`src/verilog/shp_pkg.sv`:
```
package shp_pkg;

  // Sync chain and filtered pin order: cs_n, sclk, mosi
  localparam int SYNC_STAGES = 3;
  localparam int PIN_CS = 0;
  localparam int PIN_SCLK = 1;
  localparam int PIN_MOSI = 2;
  localparam logic [2:0] FILT_RST = 3'h1;

  localparam logic [4:0] CMD_LAST_BIT = 5'h1F;
  localparam logic [4:0] WORD_LAST_BIT = 5'h0F;
  localparam logic [4:0] STAT_LAST_BIT = 5'h1F;
  localparam logic [10:0] MAX_WORDS = 11'h400;
  localparam logic [16:0] ADDR_STEP = 17'h00002;

  localparam logic [1:0] FN_STD = 2'h0;
  localparam logic [1:0] FN_BP = 2'h1;
  localparam logic [1:0] FN_PRI = 2'h2;
  localparam logic [1:0] FN_SEC = 2'h3;

  // Host-visible configuration bytes
  localparam logic [7:0] R0_RST = 8'h30;
  localparam logic [7:0] R0_MASK = 8'hB3;
  localparam logic [7:0] R1_RST = 8'h04;
  localparam logic [7:0] R2_RST = 8'h01;
  localparam logic [7:0] R2_MASK = 8'h07;
  localparam int R0_POL = 5;
  localparam int R0_WAKE = 7;
  localparam int R2_STAT_EN = 0;
  localparam int R2_INT_W_STAT = 1;
  localparam int R2_DLY_ALL = 2;
  localparam int R4_DNA = 0;
  localparam int R5_BP_INT = 5;
  localparam int R5_PRI_INT = 6;
  localparam logic [1:0] IDX_CFG01 = 2'h0;
  localparam logic [1:0] IDX_CFG23 = 2'h1;
  localparam logic [1:0] IDX_INT45 = 2'h2;

  // Local processor port
  localparam logic [7:0] CPU_CFG = 8'h00;
  localparam logic [7:0] CPU_STATUS = 8'h04;
  localparam logic [7:0] CPU_CTRL = 8'h08;
  localparam int CTRL_BP_INT = 0;

  typedef enum logic [2:0] {
    ST_IDLE, ST_CMD, ST_GAP, ST_DLY, ST_DATA, ST_STAT, ST_DONE
  } shp_state_e;

  typedef struct packed {
    logic wr;
    logic split;
    logic [1:0] fn;
    logic [16:0] addr;
    logic [10:0] len;
  } shp_cmd_s;

  typedef struct packed {
    logic [10:0] sec_len;
    logic sec_avail;
    logic [10:0] pri_len;
    logic pri_avail;
    logic rsvd;
    logic sec_rx_rdy;
    logic pri_rx_rdy;
    logic sec_int;
    logic pri_int;
    logic ovf;
    logic udf;
    logic dna;
  } shp_status_s;

  typedef struct packed {
    logic udf;
    logic ovf;
    logic pri_int;
    logic sec_int;
    logic pri_rx_rdy;
    logic sec_rx_rdy;
    logic pri_avail;
    logic [10:0] pri_len;
    logic sec_avail;
    logic [10:0] sec_len;
  } shp_chan_s;

endpackage : shp_pkg

```
`src/verilog/shp_serial_host_port.sv`:
```
// How it works
// - read data bit is on the output before the host's first rising edge.
// - the last delay-word edge presents the first bit of the next word.
// - split read: chip select rises after command, falls again for data.
// - any gap length between split command and data phase is accepted.
// - with status enabled a status word follows every transaction.
// - status disable removes the word with no added clocks.
// - 32-bit command, 16-bit data words, optional 32-bit status on output.
// - status bit 0 flags requested read data not available.
// - bit 1 flags read underflow, bit 2 flags write overflow.
// - bits 3,4 channel interrupts, 5,6 receive ready, 7 reserved.
// - bit 8 primary packet ready, bits 9 to 19 its length.
// - bit 20 secondary packet ready, bits 21 to 31 its length.
// - host writes wake bit; device requests oscillator and PLL start.
// - once clocks run after wake, device raises an awake interrupt.
// - interrupt line asserts whenever information is pending, unless a transaction is open with status on and bit 1 of 0x0002 clear.
// - status enable is bit 0 of register 0x0002, reset 1.
// - read delay in register 0x0001, units of 8 bits, reset 4.
// - bit 1 of register 0x0002 allows interrupt while status is sent.
//
// The placing of the registers and the address-and-strobe port were chosen for this implementation.
`timescale 1ns/1ps
module shp_serial_host_port
  import shp_pkg::*;
(
  input wire logic ref_clk,
  input wire logic rst,
  input wire logic cs_n_pin,
  input wire logic sclk_pin,
  input wire logic mosi_pin,
  output logic miso,
  output logic host_interrupt_line,
  output logic clk_request,
  input wire logic clocks_ready,
  input wire shp_chan_s chan,
  input wire logic [15:0] rd_data,
  input wire logic rd_avail,
  output logic rd_take,
  output logic [15:0] wr_data,
  output logic [1:0] wr_fn,
  output logic wr_valid,
  input wire logic [7:0] cpu_addr,
  input wire logic [31:0] cpu_wdata,
  input wire logic cpu_wr,
  input wire logic cpu_rd,
  output logic [31:0] cpu_rdata
);

  logic [2:0] pin_raw;
  logic [2:0] filt;
  logic [2:0] filt_prev_reg;
  shp_state_e st_reg;
  logic [4:0] bit_cnt_reg;
  logic [10:0] word_cnt_reg;
  logic [10:0] dly_cnt_reg;
  logic [31:0] in_sh_reg;
  logic [31:0] tx_sh_reg;
  logic miso_reg;
  shp_cmd_s cmd_reg;
  logic [16:0] addr_reg;
  logic txn_dna_reg;
  logic txn_udf_reg;
  logic txn_ovf_reg;
  logic last_udf_reg;
  logic last_ovf_reg;
  logic [31:0] last_status_reg;
  logic [15:0] wr_data_reg;
  logic [1:0] wr_fn_reg;
  logic wr_valid_reg;
  logic rd_take_reg;
  logic [7:0] r0_reg;
  logic [7:0] r1_reg;
  logic [7:0] r2_reg;
  logic dna_reg;
  logic bp_int_reg;
  logic awake_reg;
  logic wake_rdy_prev_reg;
  logic host_int_reg;
  logic [31:0] cpu_rdata_reg;

  assign pin_raw = {mosi_pin, sclk_pin, cs_n_pin};

  // Three-stage sync; a change counts once stages two and three agree
  generate
    for (genvar g = 0; g < 3; g++) begin : g_sync
      logic [SYNC_STAGES-1:0] sh_reg;
      logic f_reg;
      always_ff @(posedge ref_clk or posedge rst) begin
        if (rst) begin
          sh_reg <= {SYNC_STAGES{FILT_RST[g]}};
          f_reg <= FILT_RST[g];
        end else begin
          sh_reg <= {sh_reg[SYNC_STAGES-2:0], pin_raw[g]};
          if (sh_reg[2] == sh_reg[1]) begin
            f_reg <= sh_reg[2];
          end
        end
      end
      assign filt[g] = f_reg;
    end
  endgenerate

  always_ff @(posedge ref_clk or posedge rst) begin
    if (rst) begin
      filt_prev_reg <= FILT_RST;
    end else begin
      filt_prev_reg <= filt;
    end
  end

  wire cs_high = filt[PIN_CS];
  wire mosi_f = filt[PIN_MOSI];
  wire sclk_rise = filt[PIN_SCLK] & ~filt_prev_reg[PIN_SCLK];
  wire cs_fall = ~filt[PIN_CS] & filt_prev_reg[PIN_CS];

  // Transaction decode
  // msb first
  wire shp_cmd_s cmd_next = shp_cmd_s'({in_sh_reg[30:0], mosi_f});
  wire [15:0] data_word = {in_sh_reg[14:0], mosi_f};
  wire [10:0] dly_bits = {r1_reg, 3'h0};
  wire dly_any = r1_reg != 8'h00;
  // delay on backplane reads unless applied to all
  wire use_dly_n = dly_any && (cmd_next.fn == FN_BP || r2_reg[R2_DLY_ALL]);
  wire use_dly = dly_any && (cmd_reg.fn == FN_BP || r2_reg[R2_DLY_ALL]);
  wire [10:0] len_words = {1'b0, cmd_next.len[10:1]} + {10'h000, cmd_next.len[0]};
  wire [10:0] words_n = (len_words == 11'h000) ? MAX_WORDS : len_words;
  wire stat_en = r2_reg[R2_STAT_EN];

  wire in_cmd = sclk_rise && st_reg == ST_CMD;
  wire cmd_end = in_cmd && bit_cnt_reg == CMD_LAST_BIT;
  wire in_data = sclk_rise && st_reg == ST_DATA;
  wire word_end = in_data && bit_cnt_reg == WORD_LAST_BIT;
  wire last_word = word_cnt_reg == 11'h001;
  wire dly_end = sclk_rise && st_reg == ST_DLY && dly_cnt_reg == 11'h001;
  wire gap_start = st_reg == ST_GAP && cs_fall;

  // fetch at the edge that closes the command, delay or a non-final data word
  wire load_a = cmd_end && !cmd_next.wr && !use_dly_n;
  wire load_c = word_end && !cmd_reg.wr && !last_word;
  wire rd_load = load_a || dly_end || load_c;
  wire [1:0] fetch_fn = cmd_end ? cmd_next.fn : cmd_reg.fn;
  wire [16:0] fetch_addr = cmd_end ? cmd_next.addr : addr_reg;
  wire fetch_ext = rd_load && fetch_fn != FN_STD;
  wire dna_evt = fetch_ext && !rd_avail;
  wire std_wr = word_end && cmd_reg.wr && cmd_reg.fn == FN_STD;
  wire addr_step = rd_load || (word_end && cmd_reg.wr);
  wire [16:0] addr_base = cmd_end ? cmd_next.addr : addr_reg;

  wire [7:0] r4_val = {2'h0, chan.sec_avail, chan.pri_avail, 1'b0,
                       last_ovf_reg, last_udf_reg, dna_reg};
  wire [7:0] r5_val = {chan.sec_int, chan.pri_int | awake_reg, bp_int_reg, 5'h00};

  function automatic logic [15:0] std_word(input logic [1:0] idx);
    if (idx == IDX_CFG01) begin
      std_word = {r1_reg, r0_reg};
    end else if (idx == IDX_CFG23) begin
      std_word = {8'h00, r2_reg};
    end else if (idx == IDX_INT45) begin
      std_word = {r5_val, r4_val};
    end else begin
      std_word = 16'h0000;
    end
  endfunction : std_word

  wire [15:0] ext_word = rd_avail ? rd_data : 16'h0000;
  wire [15:0] fetch_word = (fetch_fn == FN_STD) ? std_word(fetch_addr[2:1]) : ext_word;

  // underflow and overflow include this cycle's report
  wire shp_status_s stat_word = '{
    sec_len: chan.sec_len,
    sec_avail: chan.sec_avail,
    pri_len: chan.pri_len,
    pri_avail: chan.pri_avail,
    rsvd: 1'b0,
    sec_rx_rdy: chan.sec_rx_rdy,
    pri_rx_rdy: chan.pri_rx_rdy,
    sec_int: chan.sec_int,
    pri_int: chan.pri_int,
    ovf: txn_ovf_reg | chan.ovf,
    udf: txn_udf_reg | chan.udf,
    dna: txn_dna_reg
  };
  wire stat_load = word_end && last_word && stat_en;
  wire [31:0] stat_bits = stat_word;
  // fetched read word, else status word, on the output line
  wire [31:0] load_word = rd_load ? {fetch_word, 16'h0000} : stat_bits;
  wire split_load = rd_load && cmd_end && cmd_next.split;
  wire tx_step = (sclk_rise && st_reg != ST_GAP) || gap_start;

  // Framing state
  always_ff @(posedge ref_clk or posedge rst) begin
    if (rst) begin
      st_reg <= ST_IDLE;
      bit_cnt_reg <= 5'h00;
      word_cnt_reg <= 11'h000;
      dly_cnt_reg <= 11'h000;
      cmd_reg <= '0;
    end else if (cs_high && st_reg != ST_GAP) begin
      // chip select high ends the phase
      st_reg <= ST_IDLE;
      bit_cnt_reg <= 5'h00;
    end else begin
      case (st_reg)
        ST_IDLE: begin
          st_reg <= ST_CMD;
          bit_cnt_reg <= 5'h00;
        end
        ST_CMD: begin
          if (cmd_end) begin
            cmd_reg <= cmd_next;
            word_cnt_reg <= words_n;
            dly_cnt_reg <= dly_bits;
            bit_cnt_reg <= 5'h00;
            if (cmd_next.split) begin
              st_reg <= ST_GAP;
            end else if (!cmd_next.wr && use_dly_n) begin
              st_reg <= ST_DLY;
            end else begin
              st_reg <= ST_DATA;
            end
          end else if (in_cmd) begin
            bit_cnt_reg <= bit_cnt_reg + 5'h01;
          end
        end
        ST_GAP: begin
          // wait any time for the data phase
          if (gap_start) begin
            st_reg <= use_dly ? ST_DLY : ST_DATA;
            bit_cnt_reg <= 5'h00;
          end
        end
        ST_DLY: begin
          if (dly_end) begin
            st_reg <= ST_DATA;
          end else if (sclk_rise) begin
            dly_cnt_reg <= dly_cnt_reg - 11'h001;
          end
        end
        ST_DATA: begin
          if (word_end) begin
            bit_cnt_reg <= 5'h00;
            word_cnt_reg <= word_cnt_reg - 11'h001;
            // status after the last word; none when disabled
            if (last_word) begin
              st_reg <= stat_en ? ST_STAT : ST_DONE;
            end
          end else if (in_data) begin
            bit_cnt_reg <= bit_cnt_reg + 5'h01;
          end
        end
        ST_STAT: begin
          if (sclk_rise) begin
            bit_cnt_reg <= bit_cnt_reg + 5'h01;
            if (bit_cnt_reg == STAT_LAST_BIT) begin
              st_reg <= ST_DONE;
            end
          end
        end
        default: begin
          st_reg <= ST_DONE;
        end
      endcase
    end
  end

  // Shifters and output bit
  always_ff @(posedge ref_clk or posedge rst) begin
    if (rst) begin
      in_sh_reg <= 32'h0000_0000;
      tx_sh_reg <= 32'h0000_0000;
      miso_reg <= 1'b0;
      addr_reg <= 17'h00000;
    end else begin
      if (sclk_rise) begin
        in_sh_reg <= {in_sh_reg[30:0], mosi_f};
      end
      if (addr_step) begin
        addr_reg <= addr_base + ADDR_STEP;
      end else if (cmd_end) begin
        addr_reg <= cmd_next.addr;
      end
      if (cs_high && st_reg != ST_GAP) begin
        tx_sh_reg <= 32'h0000_0000;
        miso_reg <= 1'b0;
      end else if (split_load) begin
        // split data waits for the second phase
        tx_sh_reg <= {fetch_word, 16'h0000};
      end else if (rd_load || stat_load) begin
        // bit stands from this edge to the next rise
        miso_reg <= load_word[31];
        tx_sh_reg <= {load_word[30:0], 1'b0};
      end else if (tx_step) begin
        miso_reg <= tx_sh_reg[31];
        tx_sh_reg <= {tx_sh_reg[30:0], 1'b0};
      end
    end
  end

  // Per-transaction error flags and user-side strobes
  always_ff @(posedge ref_clk or posedge rst) begin
    if (rst) begin
      txn_dna_reg <= 1'b0;
      txn_udf_reg <= 1'b0;
      txn_ovf_reg <= 1'b0;
      last_udf_reg <= 1'b0;
      last_ovf_reg <= 1'b0;
      last_status_reg <= 32'h0000_0000;
      wr_data_reg <= 16'h0000;
      wr_fn_reg <= FN_STD;
      wr_valid_reg <= 1'b0;
      rd_take_reg <= 1'b0;
    end else begin
      wr_valid_reg <= word_end && cmd_reg.wr && cmd_reg.fn != FN_STD;
      rd_take_reg <= fetch_ext && rd_avail;
      if (word_end && cmd_reg.wr) begin
        wr_data_reg <= data_word;
        wr_fn_reg <= cmd_reg.fn;
      end
      if (st_reg == ST_IDLE && !cs_high) begin
        txn_dna_reg <= 1'b0;
        txn_udf_reg <= 1'b0;
        txn_ovf_reg <= 1'b0;
      end else begin
        txn_dna_reg <= txn_dna_reg | dna_evt;
        txn_udf_reg <= txn_udf_reg | chan.udf;
        txn_ovf_reg <= txn_ovf_reg | chan.ovf;
      end
      if (word_end && last_word) begin
        last_udf_reg <= txn_udf_reg | chan.udf;
        last_ovf_reg <= txn_ovf_reg | chan.ovf;
        last_status_reg <= stat_word;
      end
    end
  end

  // Host-visible registers
  wire [1:0] wr_idx = addr_reg[2:1];
  wire wr_cfg01 = std_wr && wr_idx == IDX_CFG01;
  wire wr_cfg23 = std_wr && wr_idx == IDX_CFG23;
  wire wr_int45 = std_wr && wr_idx == IDX_INT45;
  wire clr_dna = wr_int45 && data_word[R4_DNA];
  wire clr_bp = wr_int45 && data_word[8 + R5_BP_INT];
  wire clr_awake = wr_int45 && data_word[8 + R5_PRI_INT];
  wire cpu_ctrl_wr = cpu_wr && cpu_addr == CPU_CTRL;
  wire set_bp = cpu_ctrl_wr && cpu_wdata[CTRL_BP_INT];
  wire wake_rdy = r0_reg[R0_WAKE] && clocks_ready;

  always_ff @(posedge ref_clk or posedge rst) begin
    if (rst) begin
      r0_reg <= R0_RST;
      r1_reg <= R1_RST;
      r2_reg <= R2_RST;
      dna_reg <= 1'b0;
      bp_int_reg <= 1'b0;
      awake_reg <= 1'b0;
      wake_rdy_prev_reg <= 1'b0;
    end else begin
      if (wr_cfg01) begin
        r0_reg <= data_word[7:0] & R0_MASK;
        r1_reg <= data_word[15:8];
      end
      if (wr_cfg23) begin
        r2_reg <= data_word[7:0] & R2_MASK;
      end
      wake_rdy_prev_reg <= wake_rdy;
      // Set wins over host clear
      dna_reg <= dna_evt | (dna_reg & ~clr_dna);
      bp_int_reg <= set_bp | (bp_int_reg & ~clr_bp);
      awake_reg <= (wake_rdy & ~wake_rdy_prev_reg) | (awake_reg & ~clr_awake);
    end
  end

  // any pending information raises the line
  wire pending = dna_reg | bp_int_reg | awake_reg | chan.pri_int | chan.sec_int;
  // hold back while any transaction is open, including a split gap, when status words are enabled and bit 1 of 0x0002 is clear
  wire stat_busy = st_reg != ST_IDLE && stat_en && !r2_reg[R2_INT_W_STAT];
  wire int_act = pending && !stat_busy;

  wire cpu_rd_cfg = cpu_addr == CPU_CFG;
  wire cpu_rd_stat = cpu_addr == CPU_STATUS;
  wire cpu_rd_ctrl = cpu_addr == CPU_CTRL;
  wire [31:0] ctrl_val = {29'h0000_0000, awake_reg, r0_reg[R0_WAKE], bp_int_reg};

  always_ff @(posedge ref_clk or posedge rst) begin
    if (rst) begin
      host_int_reg <= 1'b0;
      cpu_rdata_reg <= 32'h0000_0000;
    end else begin
      host_int_reg <= r0_reg[R0_POL] ? int_act : ~int_act;
      if (!cpu_rd) begin
        cpu_rdata_reg <= 32'h0000_0000;
      end else if (cpu_rd_cfg) begin
        cpu_rdata_reg <= {8'h00, r2_reg, r1_reg, r0_reg};
      end else if (cpu_rd_stat) begin
        cpu_rdata_reg <= last_status_reg;
      end else if (cpu_rd_ctrl) begin
        cpu_rdata_reg <= ctrl_val;
      end else begin
        cpu_rdata_reg <= 32'h0000_0000;
      end
    end
  end

  assign miso = miso_reg;
  assign host_interrupt_line = host_int_reg;
  assign clk_request = r0_reg[R0_WAKE];
  assign rd_take = rd_take_reg;
  assign wr_data = wr_data_reg;
  assign wr_fn = wr_fn_reg;
  assign wr_valid = wr_valid_reg;
  assign cpu_rdata = cpu_rdata_reg;

endmodule : shp_serial_host_port

```
`config.mk`:
```
export PLATFORM = sky130hd
export DESIGN_NAME = shp_serial_host_port
export DESIGN_NICKNAME = d
export VERILOG_FILES = /design/src/verilog/shp_pkg.sv /design/src/verilog/shp_serial_host_port.sv
export SDC_FILE = /design/constraint.sdc
export NUM_CORES = 1
export LEC_CHECK = 0
export BUFFER_PORTS_ARGS = -buffer_cell sky130_fd_sc_hd__clkbuf_2
export CAP_MARGIN = 20
export CORE_UTILIZATION = 40
export CTS_BUF_LIST = sky130_fd_sc_hd__clkbuf_16
export DETAILED_ROUTE_END_ITERATION = 16
export SLEW_MARGIN = 20
export SYNTH_ARGS = -nofsm -noshare
export SYNTH_HDL_FRONTEND = slang
export SYNTH_SLANG_ARGS = --single-unit
export TNS_END_PERCENT = 1
```
`constraint.sdc`:
```
create_clock -name ref_clk -period 16.5 [get_ports ref_clk]
set_input_delay 0.825 -clock ref_clk [delete_from_list [all_inputs] [get_ports ref_clk]]
set_output_delay 0.825 -clock ref_clk [all_outputs]
set_load 0.01 [all_outputs]
```
==> impl_metrics.yaml <==
outcome:
  outcome: "finished, final reports clean"
floorplan:
  die_h_microns: 162
  die_area_sq_um: 26300
  start_util_pct: 40.7
  core_area_sq_um: 25200
  rows: 58
  die_w_microns: 162
  io_pins: 150
global_routing:
  met2_usage_pct: 31.8
  top_usage_layer: "met2"
  antenna_found_initial: 0
  grt_pass1_vias: 7444
  globalRouteTotalUtil_pct: 20.3
  grt_use_met1_pct: 29.1
  overflow: 0
  grt_max_degree: 151
  use_met3_pct: 3.32
  grt_pass1_wl_microns: 42000
synth:
  syn_inst: 987
  async_reset_ff_share_pct: 100
  yosysTopAreaCell: "dfrtp_1"
  yosysUniqueCellTypes: 74
  syn_area_sq_um: 10300
  synthTopCellsByArea: "dfrtp_1 (51%), mux2_2 (7.1%), nand2_1 (5.3%)"
  yosysSeqAreaShare_pct: 53.6
  synth_edf_count: 0
  ys_ff_latch: 219
  ys_warn_count: 0
  syn_avg_cell_area_sq_um: 10.4
  synthFlopType: "dfrtp_1"
  yosysTopAreaCellShare_pct: 51.3
  synth.net_count: 1091
worst_hold_path:
  min_from: "g_sync[1].sh_reg[0]"
  min_path_type: "flip-flop to flip-flop"
  hold_path_depth: 0
  min_to: "g_sync[1].sh_reg[1]"
pwr:
  p_sw_share_pct: 29.7
  vdd.ir_drop.worst_v: 0.000101
  p_int_w: 0.000982
  p_sw_w: 0.000415
  p_leak_nw: 5.67
  pwr-share-comb_pct: 16.3
  clockPowerShare_pct: 38.8
  p_per_area_nw_per_um2: 118
  power.sequential.fraction_pct: 44.9
  total_power_w: 0.00140
clock_network:
  insertion_delay_ns: 0.52
  htree_num_levels: 1
  postCtsSetupRepairBufs: 0
  cts_buffers: 25
  cts_tree: "built"
  cts_buffer_depth: 3
  postCtsHoldBufs: 0
  ctsResizeCount: 0
  cts_root_buf: "clkbuf_16"
  clkTransAtPathRegs_ns: 0.06
  cts.sinks: 219
placed_design:
  place_area_sq_um: 11100
  place_hpwl_microns: 17500
  gp_congestion: 0.808
  pre_cts_slack_ns: 12.66
  port_buffers: 118
finish:
  fin_area_sq_um: 11900
  multi_input_area_sq_um: 4420
  layout-drive-gt1-share_pct: 24.2
  nFillCells: 2359
  regArea_sq_um: 5490
  layout_common_cells: "dfrtp_1 (210), nand2_1 (144), clkbuf_2 (118)"
  largest_reg_flops: 32
  syn_to_final_growth_pct: 15.8
  layout_commonest_cell: "dfrtp_1"
  finish.net_count: 1187
  antennaDiodeCount: 0
worst_setup_path:
  worstPathMaxFanout: 25
  r2r-start: "bit_cnt_reg[0]"
  worst_setup_path_start_kind: "flip-flop"
  r2r_slack_ns: 12.68
  end_kind: "flip-flop"
  critPathArrivalTime_ns: 4.25
  path_class: "flip-flop to flip-flop"
  reg2regPathDepth: 10
  reg2reg_to: "tx_sh_reg[29]"
  cp.required_ns: 16.93
timing:
  drv_slew: 0
  finalWorstSetupSlack_ns: 12.68
  hold_viol_final: 0
  relSlewSlack_pct: 25.4
  rsz0062_at_grt: "false"
  finClkSkew_ns: 0.0168
  worst_pin_slew_ns: 1.12
  setup_violations: 0
  post-route-min-period_ns: 3.82
  fin_crit_sh_pct: 23.2
  setup_tns_ns: 0
  max_freq_mhz: 262
routing:
  wire_per_inst_microns: 18.3
  viasPerCell: 5.53
  antenna_left: 0
  drc: 0
  via_count: 7902
  drt_first_pass_iters: 5
  wl_microns: 26200
  drt_iter0_drc: 687
flow_run:
  maxCapViolCount: 0
## power groups by stage
stage / sequential [W] / combinational [W] / clock [W]
6_report: 0.000628 / 0.000227 / 0.000542
5_1_grt: 0.000634 / 0.000256 / 0.000576
4_1_cts: 0.000628 / 0.000230 / 0.000554
3_5_place_dp: 0.000637 / 0.000229 / 0
3_3_place_gp: 0.000636 / 0.000226 / 0
2_1_floorplan: 0.000607 / 0.000194 / 0
## routing by layer
metal	vias to the layer above	wire length, microns
met2	234	11800
li1	3715	-
met4	0	680
met5	-	0
met1	3913	12200
met3	40	1530
## cells by family (layout without fill, tap and decap cells)
logic type	count (synthesis)	after routing	synth area share, %
adders and majority gates	13	13	1.49
muxes	73	73	7.92
and+or+nand+nor	364	364	17.8
xor gates and xnor gates	13	13	1.11
buffers and inverters	78	191	3.45
DFF	219	219	53.6
AOI/OAI and AO/OA	227	227	14.7
## cell type report
cell class	instances	share of cell area [%]
clock buffers	25	5.27
well taps	330	3.48
multi-input cells	690	37.2
inverters	17	0.643
flip-flops and latches	219	46.2
clock inverters	19	1.41
repair buffers	130	5.73
## worst max-delay path, cell delays in order (launching register included)
cell      delay [ns]
dfrtp_1         0.39
ha_1            0.20
and3_1          0.19
ha_1            0.19
nand2_1         0.12
nor3_4          0.59
mux2i_1         0.54
and2_1          0.84
a221oi_2        0.16
or3_1           0.42
o211ai_1        0.09
## cell usage after synthesis (3+ instances only)
| cell type | number |
|---|---|
| a21oi_1 | 41 |
| a221o_1 | 6 |
| a221oi_1 | 7 |
| a22o_1 | 15 |
| a22oi_1 | 21 |
| a31oi_1 | 4 |
| a32oi_1 | 4 |
| and2_1 | 3 |
| and3_1 | 35 |
| buf_1 | 3 |
| buf_2 | 13 |
| buf_4 | 3 |
| buf_6 | 3 |
| clkbuf_1 | 38 |
| dfrtp_1 | 210 |
| dfstp_2 | 9 |
| ha_1 | 9 |
| inv_1 | 17 |
| maj3_1 | 4 |
| mux2_2 | 65 |
| mux2i_1 | 8 |
| nand2_1 | 144 |
| nand2b_1 | 13 |
| nand3_1 | 13 |
| nand3b_1 | 3 |
| nor2_1 | 58 |
| nor2b_1 | 29 |
| nor3_1 | 26 |
| nor3b_1 | 3 |
| nor4_1 | 7 |
| o211ai_1 | 3 |
| o21ai_0 | 66 |
| o21ai_1 | 14 |
| o221ai_1 | 8 |
| o22ai_1 | 10 |
| o31ai_1 | 4 |
| or2_2 | 3 |
| or3_1 | 6 |
| xnor2_1 | 7 |
| xor2_1 | 6 |
## worst max path at each step
| stage | depth (start not counted) | slack [ns] | endpoint | startpoint |
|---|---|---|---|---|
| 5_1_grt | 10 | 12.43 | tx_sh_reg[29] | bit_cnt_reg[0] |
| 4_1_cts | 10 | 12.65 | tx_sh_reg[16] | bit_cnt_reg[0] |
| 3_3_place_gp | 10 | 12.72 | tx_sh_reg[18] | bit_cnt_reg[0] |
| 2_1_floorplan | 1 | 9.70 | addr_reg[1] | rst |
| 3_5_place_dp | 10 | 12.66 | tx_sh_reg[16] | bit_cnt_reg[0] |
| 6_report | 10 | 12.68 | tx_sh_reg[29] | bit_cnt_reg[0] |
## per-stage QoR
step,hold WS (ns),instances,util (%)
floorplan,0.331,987,-
global placement,0.334,1386,44.0
detailed placement,0.351,1386,44.0
CTS,0.364,1430,47.1
global route,0.367,1430,47.2
finish,0.358,1430,47.2
(Power assumes the default switching activity.)
